==> src/tpss_pkg.sv <==
// Package for the touch power state and status register bank.
// Assumes a byte-wide register port with 8-bit addresses.
package tpss_pkg;

  localparam logic [7:0] TPSS_ADDR_CTRL = 8'h00;
  localparam logic [7:0] TPSS_ADDR_GEN = 8'h02;
  localparam logic [7:0] TPSS_ADDR_INP = 8'h03;

  localparam logic [7:0] TPSS_CTRL_RESET = 8'h00;
  localparam logic [7:0] TPSS_GEN_RESET = 8'h00;
  localparam logic [7:0] TPSS_INP_RESET = 8'h00;

  localparam int TPSS_CTRL_GAIN_LSB = 6;
  localparam int TPSS_CTRL_STANDBY_ENABLE_BIT_BIT = 5;
  localparam int TPSS_CTRL_DSLP_BIT = 4;
  localparam int TPSS_CTRL_CGAIN_LSB = 2;
  localparam int TPSS_CTRL_COMBO_BIT = 1;
  localparam int TPSS_CTRL_INT_BIT = 0;

  localparam int TPSS_GEN_BASE_BIT = 6;
  localparam int TPSS_GEN_ACAL_BIT = 5;
  localparam int TPSS_GEN_PKEY_BIT = 4;
  localparam int TPSS_GEN_MANY_PRESS_BLOCK_FLAG_BIT = 2;
  localparam int TPSS_GEN_PATT_BIT = 1;
  localparam int TPSS_GEN_TOUCH_BIT = 0;

  localparam int TPSS_NUM_INPUTS = 6;

  typedef enum logic [3:0] {
    TPSS_PS_ACTIVE = 4'h1,
    TPSS_PS_STANDBY = 4'h2,
    TPSS_PS_COMBO = 4'h4,
    TPSS_PS_DEEP = 4'h8
  } tpss_pstate_e;

  typedef struct packed {
    logic [1:0] act_gain;
    logic standby_enable_bit;
    logic deep_sleep_enable_bit;
    logic [1:0] combo_gain;
    logic combo_en;
    logic int_pend;
  } tpss_ctrl_s;

  typedef struct packed {
    logic wr;
    logic rd;
    logic [7:0] addr;
    logic [7:0] wdata;
  } tpss_req_s;

  typedef struct packed {
    logic [TPSS_NUM_INPUTS-1:0] input_touch;
    logic [TPSS_NUM_INPUTS-1:0] touch_irq_en;
    logic base_out;
    logic analog_cal_error_flag;
    logic power_held;
    logic many_press_block_flag_block;
    logic pattern_hit;
    logic pattern_irq_enable;
  } tpss_sense_s;

endpackage : tpss_pkg

==> src/tpss_regs.sv <==
// Power state, gain and status register bank of a six-input touch unit.
// Assumes sense inputs are synchronous to clk_sys_i from the scan logic;
// register port is a single-cycle strobe port from the serial bus engine.
//
// Function
// Power state: deep sleep over combo over standby over active.
// Control register resets to zero; gains, enables, interrupt bit.
// Gain code 00,01,10,11 selects gain 1,2,4,8.
// Combo: active gain for active inputs, combo gain for standby inputs.
// Any gain change restarts calibration of all inputs from scratch.
// Standby scans standby inputs; status kept until cleared; dropped release.
// Combo scans both input sets; status kept; dropped inputs release.
// Entering deep sleep stops scanning, clears status and interrupt bit.
// Interrupt bit set holds active-low alert output asserted.
// Host writes 0 to clear interrupt; gone conditions clear too.
// Touch on interrupt-disabled input never sets interrupt bit.
// Two read-only status registers, reset zero, per-input bits 0..5.
// Base limit flag set while any enabled input out of limit.
// Calibration error flag set until all enabled inputs calibrate.
// Power key flag sets interrupt; clears on clear if released.
// Multi-touch block flag shows suppression, never sets interrupt.
// Pattern flag sets interrupt if enabled; clears when condition gone; here it stays set until a clear write finds it gone.
// Summary touch flag is OR of all per-input touch flags.
// Input flag clears on clear only if touch ended; no re-alert.
// Reset loads every register with its default.
// New touch on interrupt-enabled input sets the sticky interrupt bit.
`timescale 1ns/1ps
`default_nettype none

module tpss_regs #(
  parameter int NUM_INPUTS = 6
) (
  input wire logic clk_sys_i,
  input wire logic nrst_i,
  input wire tpss_pkg::tpss_req_s req_i,
  input wire tpss_pkg::tpss_sense_s sense_i,
  input wire logic [NUM_INPUTS-1:0] active_inputs_i,
  input wire logic [NUM_INPUTS-1:0] standby_inputs_i,
  output logic [7:0] rdata_o,
  output logic nalert_o,
  output tpss_pkg::tpss_pstate_e pstate_o,
  output logic [NUM_INPUTS-1:0] scan_enable_o,
  output logic [NUM_INPUTS-1:0] input_gain_sel_o [2],
  output logic [3:0] active_gain_o,
  output logic [3:0] combo_gain_o,
  output logic recal_all_o
);
  import tpss_pkg::*;

  if (NUM_INPUTS != TPSS_NUM_INPUTS) begin : g_chk
    $error("tpss_regs: NUM_INPUTS must equal six");
  end

  // Read mux packs the input flags into one byte
  if (NUM_INPUTS > 8) begin : g_chk_width
    $error("tpss_regs: NUM_INPUTS must fit in a byte");
  end

  // Control byte is read back as the struct itself
  if ($bits(tpss_ctrl_s) != 8) begin : g_chk_ctrl
    $error("tpss_regs: control struct must be eight bits");
  end

  //////////////////////////////////////////////////////////////////////////
  // State

  typedef struct packed {
    tpss_ctrl_s ctrl;
    logic [NUM_INPUTS-1:0] press;
    logic [NUM_INPUTS-1:0] press_seen;
    logic pkey;
    logic pkey_seen;
    logic patt;
    logic patt_seen;
    logic deep_prev;
    logic recal;
    logic [7:0] rdata;
  } tpss_state_s;

  tpss_state_s s_q;
  tpss_state_s s_d;

  //////////////////////////////////////////////////////////////////////////
  // Decode

  tpss_pstate_e pstate;
  logic [NUM_INPUTS-1:0] scanned;
  logic [NUM_INPUTS-1:0] touch_live;
  logic [7:0] gen_view;
  logic int_clear;
  logic ctrl_wr;
  logic deep_now;

  // Event edges, one per sticky flag
  logic [NUM_INPUTS-1:0] press_keep;
  logic [NUM_INPUTS-1:0] press_rise;
  logic pkey_rise;
  logic patt_rise;

  // Interrupt sources; the blocking flag is deliberately absent
  logic touch_irq;
  logic pkey_irq;
  logic patt_irq;

  // Register port decode
  logic [1:0] wr_gain;
  logic [1:0] wr_cgain;
  logic [7:0] rd_view;

  // 2^code gives 1,2,4,8
  function automatic logic [3:0] gain_of(input logic [1:0] code);
    gain_of = 4'h1 << code;
  endfunction : gain_of

  always_comb begin
    if (s_q.ctrl.deep_sleep_enable_bit) begin
      pstate = TPSS_PS_DEEP;
    end else if (s_q.ctrl.combo_en) begin
      pstate = TPSS_PS_COMBO;
    end else if (s_q.ctrl.standby_enable_bit) begin
      pstate = TPSS_PS_STANDBY;
    end else begin
      pstate = TPSS_PS_ACTIVE;
    end
    case (pstate)
      TPSS_PS_ACTIVE: begin
        scanned = active_inputs_i;
      end
      TPSS_PS_STANDBY: begin
        // Only the standby set stays awake
        scanned = standby_inputs_i;
      end
      TPSS_PS_COMBO: begin
        scanned = active_inputs_i | standby_inputs_i;
      end
      TPSS_PS_DEEP: begin
        // Nothing scanned; the sense logic may idle
        scanned = '0;
      end
      default: begin
        scanned = '0;
      end
    endcase
  end

  // Unscanned inputs read as released, so their flags can drop
  assign touch_live = sense_i.input_touch & scanned;

  assign deep_now = (pstate == TPSS_PS_DEEP);

  //////////////////////////////////////////////////////////////////////////
  // Events

  // Per input: a clear keeps a held touch, drops a released one
  for (genvar i = 0; i < NUM_INPUTS; i++) begin : g_press
    assign press_keep[i] = s_q.press[i] && touch_live[i];
    // Edge memory keeps a held touch from raising a second alert
    assign press_rise[i] = touch_live[i] && !s_q.press_seen[i];
  end

  // Level flags raise an event only on their rising edge
  assign pkey_rise = sense_i.power_held && !s_q.pkey_seen;
  assign patt_rise = sense_i.pattern_hit && !s_q.patt_seen;

  // Masked inputs and a disabled pattern alert stay silent
  assign touch_irq = |(press_rise & sense_i.touch_irq_en);
  assign pkey_irq = pkey_rise;
  assign patt_irq = patt_rise && sense_i.pattern_irq_enable;

  //////////////////////////////////////////////////////////////////////////
  // Register port decode

  // A write to any other address leaves the control byte alone

  assign ctrl_wr = req_i.wr && (req_i.addr == TPSS_ADDR_CTRL);
  assign int_clear = ctrl_wr && !req_i.wdata[TPSS_CTRL_INT_BIT];

  // Gain fields as written, compared against the held ones
  assign wr_gain = req_i.wdata[TPSS_CTRL_GAIN_LSB +: 2];
  assign wr_cgain = req_i.wdata[TPSS_CTRL_CGAIN_LSB +: 2];

  // Live levels are forced low asleep; sticky flags wait for a clear
  always_comb begin
    gen_view = TPSS_GEN_RESET;
    gen_view[TPSS_GEN_BASE_BIT] = sense_i.base_out && !deep_now;
    gen_view[TPSS_GEN_ACAL_BIT] = sense_i.analog_cal_error_flag && !deep_now;
    gen_view[TPSS_GEN_PKEY_BIT] = s_q.pkey;
    gen_view[TPSS_GEN_MANY_PRESS_BLOCK_FLAG_BIT] = sense_i.many_press_block_flag_block && !deep_now;
    gen_view[TPSS_GEN_PATT_BIT] = s_q.patt;
    gen_view[TPSS_GEN_TOUCH_BIT] = |s_q.press;
  end

  // Read mux: unmapped addresses read as zero
  always_comb begin
    case (req_i.addr)
      TPSS_ADDR_CTRL: begin
        rd_view = s_q.ctrl;
      end
      TPSS_ADDR_GEN: begin
        rd_view = gen_view;
      end
      TPSS_ADDR_INP: begin
        // Upper bits of the byte have no input behind them
        rd_view = {{(8-NUM_INPUTS){1'b0}}, s_q.press};
      end
      default: begin
        rd_view = 8'h00;
      end
    endcase
  end

  //////////////////////////////////////////////////////////////////////////
  // Next state

  always_comb begin
    logic [NUM_INPUTS-1:0] new_touch;
    logic new_pkey;
    logic new_patt;
    logic set_int;
    logic [1:0] gain_new;
    logic [1:0] cgain_new;
    new_touch = '0;
    new_pkey = 1'b0;
    new_patt = 1'b0;
    set_int = 1'b0;
    gain_new = s_q.ctrl.act_gain;
    cgain_new = s_q.ctrl.combo_gain;
    s_d = s_q;
    s_d.recal = 1'b0;
    s_d.deep_prev = (pstate == TPSS_PS_DEEP);

    // Status flags
    // Edge memories follow the live levels every cycle outside deep sleep
    new_touch = press_rise;
    new_pkey = pkey_rise;
    new_patt = patt_rise;
    s_d.press_seen = touch_live;
    s_d.pkey_seen = sense_i.power_held;
    s_d.patt_seen = sense_i.pattern_hit;

    // Clear first, so a same-cycle event still wins
    if (int_clear) begin
      s_d.press = press_keep;
      s_d.pkey = s_q.pkey && sense_i.power_held;
      s_d.patt = s_q.patt && sense_i.pattern_hit;
    end
    s_d.press = s_d.press | new_touch;
    s_d.pkey = s_d.pkey | new_pkey;
    s_d.patt = s_d.patt | new_patt;


    // Interrupt bit
    set_int = touch_irq;
    set_int = set_int | pkey_irq;
    set_int = set_int | patt_irq;

    if (ctrl_wr) begin
      // Power state bits; priority is resolved in decode
      gain_new = wr_gain;
      cgain_new = wr_cgain;
      s_d.ctrl.act_gain = gain_new;
      s_d.ctrl.standby_enable_bit = req_i.wdata[TPSS_CTRL_STANDBY_ENABLE_BIT_BIT];
      s_d.ctrl.deep_sleep_enable_bit = req_i.wdata[TPSS_CTRL_DSLP_BIT];
      s_d.ctrl.combo_gain = cgain_new;
      s_d.ctrl.combo_en = req_i.wdata[TPSS_CTRL_COMBO_BIT];
      // Writing 1 leaves the bit alone; software cannot fake an alert
      if (!req_i.wdata[TPSS_CTRL_INT_BIT]) begin
        s_d.ctrl.int_pend = 1'b0;
      end
    end
    if (set_int && pstate != TPSS_PS_DEEP) begin
      s_d.ctrl.int_pend = 1'b1;
    end

    if (gain_new != s_q.ctrl.act_gain || cgain_new != s_q.ctrl.combo_gain) begin
      s_d.recal = 1'b1;
    end

    // Deep sleep wipes all status and the pending interrupt
    if (pstate == TPSS_PS_DEEP) begin
      s_d.press = '0;
      s_d.pkey = 1'b0;
      s_d.patt = 1'b0;
      s_d.ctrl.int_pend = 1'b0;
      s_d.press_seen = '0;
      s_d.pkey_seen = 1'b0;
      s_d.patt_seen = 1'b0;
    end

    s_d.rdata = s_q.rdata;
    // Read data holds until the next read strobe
    if (req_i.rd) begin
      s_d.rdata = rd_view;
    end
  end

  //////////////////////////////////////////////////////////////////////////
  // Registers

  always_ff @(posedge clk_sys_i) begin
    if (!nrst_i) begin
      // Every field from a constant, so reset never depends on inputs
      s_q.ctrl <= TPSS_CTRL_RESET;
      s_q.press <= TPSS_INP_RESET[NUM_INPUTS-1:0];
      s_q.press_seen <= '0;
      s_q.pkey <= TPSS_GEN_RESET[TPSS_GEN_PKEY_BIT];
      s_q.pkey_seen <= 1'b0;
      s_q.patt <= TPSS_GEN_RESET[TPSS_GEN_PATT_BIT];
      s_q.patt_seen <= 1'b0;
      s_q.deep_prev <= 1'b0;
      s_q.recal <= 1'b0;
      s_q.rdata <= 8'h00;
    end else begin
      s_q <= s_d;
    end
  end

  //////////////////////////////////////////////////////////////////////////
  // Outputs

  assign rdata_o = s_q.rdata;
  assign nalert_o = !s_q.ctrl.int_pend;
  assign pstate_o = pstate;
  assign scan_enable_o = scanned;
  assign active_gain_o = gain_of(s_q.ctrl.act_gain);

  // Without combo every input runs at the active gain
  always_comb begin
    if (s_q.ctrl.combo_en) begin
      combo_gain_o = gain_of(s_q.ctrl.combo_gain);
    end else begin
      combo_gain_o = gain_of(s_q.ctrl.act_gain);
    end
  end
  assign recal_all_o = s_q.recal;

  // Per input: index 1 means combo gain applies
  // Active-only inputs keep the active gain even in combo
  // Standby set follows the standby enables, not the scan mask
  for (genvar i = 0; i < NUM_INPUTS; i++) begin : g_gain
    assign input_gain_sel_o[0][i] = !(s_q.ctrl.combo_en && standby_inputs_i[i]);
    assign input_gain_sel_o[1][i] = s_q.ctrl.combo_en && standby_inputs_i[i];
  end

endmodule : tpss_regs

`default_nettype wire

==> config.mk <==
export PLATFORM = sky130hd
export DESIGN_NAME = tpss_regs
export DESIGN_NICKNAME = d
export VERILOG_FILES = /design/src/tpss_pkg.sv /design/src/tpss_regs.sv
export SDC_FILE = /design/constraint.sdc
export NUM_CORES = 1
export LEC_CHECK = 0
export ABC_AREA = 1
export ABC_CLOCK_PERIOD_IN_PS = 1350
export BUFFER_PORTS_ARGS = -buffer_cell sky130_fd_sc_hd__buf_2
export CORE_AREA = 4 4 73 75
export DETAILED_ROUTE_END_ITERATION = 10
export DIE_AREA = 0 0 77 79
export PLACE_DENSITY = 0.74
export SLEW_MARGIN = 20
export SYNTH_ARGS = -nofsm -noshare
export SYNTH_HDL_FRONTEND = slang
export SYNTH_SLANG_ARGS = --single-unit
==> constraint.sdc <==
create_clock -name clk_sys_i -period 1.35 [get_ports clk_sys_i]
set_clock_uncertainty 0.05 [all_clocks]
set_input_delay 0.27 -clock clk_sys_i [delete_from_list [all_inputs] [get_ports clk_sys_i]]
set_output_delay 0.27 -clock clk_sys_i [all_outputs]
set_load 0.1 [all_outputs]
[Yosys cells after proc, flatten, opt, wreduce, memory -nomap -nowiden]
Index checks and enable logic that the tools add are counted.
Widths: inputs -> output; s select.
Storage, ports and cells
  input bits: 50
  logic and storage cells: 103
  output and inout bits: 40
  bits in registers: 33
Cells by class
  shifts and indexed selects: 2
  bitwise gates (word level): 9
  muxes and demuxes: 15
  reduce and logical (&&, ||, !) cells: 53
  equality and inequality tests: 10
Operators with widths (number)
  $logic_and 1x1->1: 29
  $pmux 8 s3: 1
  $pmux 6 s3: 1
  $logic_not 1->1: 17
  $eq 8x2->1 const B: 2
  $and 6x6->6: 2
  $or 6x6->6: 2
  $reduce_or 6->1: 2
  $logic_not 8->1: 1
  $mux 4: 2
  $shl 1x2->4 const A: 2
  $mux 1: 6
  $mux 2: 3
  $mux 6: 1
  $eq 4x1->1 const B: 1
  $eq 4x2->1 const B: 1
  $eq 4x3->1 const B: 1
  $eq 4x4->1 const B: 1
  $ne 2x2->1: 2
  $ne 4x4->1 const B: 1
  $or 1x1->1: 4
  $mux 3: 1
  $ne 2x1->1 const B: 1
  $reduce_and 2->1: 1
  other kinds (4): 4

[Logic depth before layout (Yosys ltp)]
  word-level depth: 14
  mapped depth: 9
  depth with buffers taken out: 9

[Worst setup path before layout]
Ideal clock, no wire load.
  path kind: flip-flop to output port
  from: reg s_q[32] (netlist name)
  to: out combo_gain_o[1]
  stages on the path, launching flop included: 5
  data required time: 1.030 ns
  arrival time: 2.891 ns
  path buffers: 0
  setup slack: -1.861 ns
  cells stage by stage: dfxtp_1 > inv_1 > nor2_1 > nand2_1 > o21ai_0
On the way
  longest elaborated chain between the ends: 2
Ends and longest elaborated chain
  from (decl): line tpss_regs.sv:80  | tpss_state_s s_q;
  $shl 1x2->4
  via active_gain_o[1]: line tpss_regs.sv:44  | output logic [3:0] active_gain_o,
  $mux 4: line tpss_regs.sv:329  | if (s_q.ctrl.combo_en) begin
  to (decl): line tpss_regs.sv:45  | output logic [3:0] combo_gain_o,
The timed path passes the listed nets, and every way through them passes these cells.

[Worst setup path after layout]
  from: reg s_q[30] (netlist name)
  to: out scan_enable_o[2]
On the way
  longest elaborated chain between the ends: 3
  elaborated cells between the ends (all ways): 5
Ends and longest elaborated chain
  $mux 4 *: line tpss_regs.sv:116  | if (s_q.ctrl.deep_sleep_enable_bit) begin
  $eq 4x3->1, or another cell as far along: line tpss_regs.sv:125  | case (pstate)
  $pmux 6 s3 *: line tpss_regs.sv:125
  to (decl): line tpss_regs.sv:42  | output logic [NUM_INPUTS-1:0] scan_enable_o,
Mark *: on every way between the ends. The rest lies on a longest branch, timed or not.

==> results.yml <==
outcome:
  outcome: "finished, violations left"
  violations: "negative setup slack"
power_and_ir_drop:
  p_seq_share_pct: 44.3
  power.leakage_uw: 0.001748
  cellPowerDensity_nw_per_um2: 590.6
  combinationalPowerShare_pct: 24.9
  switching_power_uw: 742.5
  vdd_ir_drop_max_mv: 0.6420
  switching_share_pct: 31.96
  intPower_uw: 1581
  clkPwrFrac_pct: 30.8
logic_synthesis:
  syn_area_per_cell_sq_um: 6.494
  syn-cell-area_sq_um: 1916
  ys_seq_area_share_pct: 34.49
  ys_ff_latch: 33
  ys_types: 28
  synthesis.nets: 345
  yosysWarnings: 0
  syn_inst: 295
clock_tree:
  clk_pin_slew_ps: 70
  cts-root-buf: "clkbuf_8"
  numClockSinks: 33
  htree_levels: 2
  ctsHoldBuffers: 0
  insertion_delay_ps: 290
  numCtsBuffers: 5
  cts_tree: "done"
  cts_buffer_depth: 2
routing:
  drtAntennaViolNets: 0
  wl_met2_mm: 4.598
  wl_met1_mm: 2.862
  drt_iter0_drc: 194
  dr_wl_met3_microns: 723
  drcViolationCount: 0
  viasPerCell: 5.481
  routed_wl_mm: 8.640
  highest_layer: "met4"
  post_drt_wl_per_cell_microns: 18.08
  vias: 2620
  drtPass1Iterations: 6
floorplanning:
  num_io_pins: 90
  rows: 25
  fp.dieW_microns: 77
  core_area_sq_um: 4661
  die_area_sq_um: 6083
  start_util_pct: 41.10
  die_h_microns: 79
timing:
  tightest_slew_ps: 333.7
  fin_crit_sh_pct: 128.7
  finalHoldViolations: 0
  max_freq_ghz: 0.5754
  maxSlewHeadroom_pct: 77.58
  fin_ws_ps: -387.9
  min_period_ps: 1738
  rsz0062_at_grt: "true"
  slew_viol_final: 0
  finalSetupViolations: 43
global_routing:
  grt_pass1_wl_mm: 12.21
  grt_overflow: 0
  antenna_found_initial: 0
  first_global_vias: 2619
  grt_max_degree: 14
  grt_use_total_pct: 25.08
finish:
  mostFrequentLayoutCell: "nand2_1"
  fin_cells: 478
  area_delta_synth_final_pct: 105.4
  multi_input_area_sq_um: 1423
  drive_gt1_share_pct: 54.72
  nFillCells: 232
  final_util_pct: 84.40
  num_antenna_cells: 0
  regArea_sq_um: 676.9
  layout_common_cells: "nand2_1, buf_2, buf_12"
  finalNetCount: 473
placed_design:
  place_inst: 453
  gp_congestion: 0.9226
  hpwl_mm: 5.276
  port_buffers: 89
job:
  maxCapViolCount: 0
critical_path:
  cp.arrival_ps: 1420
  end_kind: "output pin"
  startpoint_type: "flop"
  critPathMaxFanout: 7
  required_ps: 1030
  worstSetupPathType: "flop to output pin"
hold_path:
  hold_class: "primary input to flop"
cells in the mapped netlist:
library cell,n,area share (%)
nand2_1,70,14
nor2_1,40,7.8
inv_1,37,7.2
dfxtp_1,33,34
a21oi_1,21,5.5
nand3_1,21,5.5
nand4_1,12,3.9
buf_4,10,3.9
o21ai_0,9,2.4
nand3_2,8,4.2
a211oi_1,4,1.6
nand2_2,4,1.3
o21ai_1,4,1.0
inv_2,3,0.59
nor3_1,3,0.78
buf_2,2,0.52
clkbuf_1,2,0.39
nor2_4,2,1.2
buf_1,1,0.20
buf_6,1,0.59
clkinv_1,1,0.20
nor2_2,1,0.33
nor3_2,1,0.52
nor4_2,1,0.65
o211ai_1,1,0.39
o21ai_2,1,0.46
o22ai_1,1,0.33
or2_2,1,0.33
worst paths after layout:
path | startpoint | to | slack (ps) | cells after the start
setup reg to reg | s_q[30]$_SDFFE_PN0P_ | s_q[26]$_SDFFE_PP0P_ | -290 | 11
hold reg to reg | rdata_o[2]$_SDFFE_PN0P_ | rdata_o[2]$_SDFFE_PN0P_ | 460 | 2
hold / removal | sense_i[1] | s_q[10]$_SDFF_PP0_ | 180 | 3
setup / recovery | s_q[30]$_SDFFE_PN0P_ | scan_enable_o[2] | -390 | 6
power groups by stage:
stage	clock network [uW]	logic (uW)	registers (uW)
finish	717	578	1030
global route	765	608	1030
CTS	707	515	1020
detailed placement	0	486	1050
global placement	0	473	1050
floorplan	0	261	1040
cell families after synthesis:
family / after synthesis / synth area share [%]
and+or+nand+nor: 164 / 40.23
AOI/OAI and AO/OA: 41 / 11.63
DFF: 33 / 34.49
buffers and inverters: 57 / 13.65
per-stage QoR:
step / TNS [ps] / power [uW] / worst slack, ps / hold slack, ps / instance area (sq um)
2_1_floorplan: -14000 / 1306 / -624.7 / 332.2 / 2215
3_3_place_gp: -2468 / 1524 / -151.9 / 425.8 / 3472
3_5_place_dp: -3622 / 1537 / -252.8 / 445.3 / 3472
4_1_cts: -7382 / 2246 / -334.4 / 174.2 / 3776
5_1_grt: -11240 / 2403 / -408.2 / 187.8 / 3934
6_report: -9667 / 2323 / -387.9 / 178.2 / 3934
critical path, stage by stage (launching register included):
cell and delay, ps:
dfxtp_4 360, buf_6 130, nor2_4 120, buf_12 160, o21ai_4 70, nand3_4 100
buf_12 180
sequential cells by signal (all words and copies together), names as in the netlist:
register     count
gen_view         2
rdata_o          8
recal_all_o      1
s_q             22
metal layers:
layer / up-vias / GRT usage (%)
met2: 167 / 48.17
met1: 1214 / 25.33
met4: 0 / 11.92
met5: - / 0
li1: 1199 / -
met3: 40 / 6.122
cell type report:
class                           instances  area share [%]
Clock inverter                          2          0.2545
Clock buffer                            6           1.845
Timing Repair Buffer                  137           37.95
Sequential cell                        33           17.21
Tap cell                               54           1.718
Inverter                               41           4.866
Multi-Input combinational cell        205           36.16
timing repair:
action	in CTS	in global routing
pin swaps	14	15
setup buffers	11	8
gates resized for setup	36	36
setup endpoints to repair	34	47
Power figures use the tool's default switching activity.
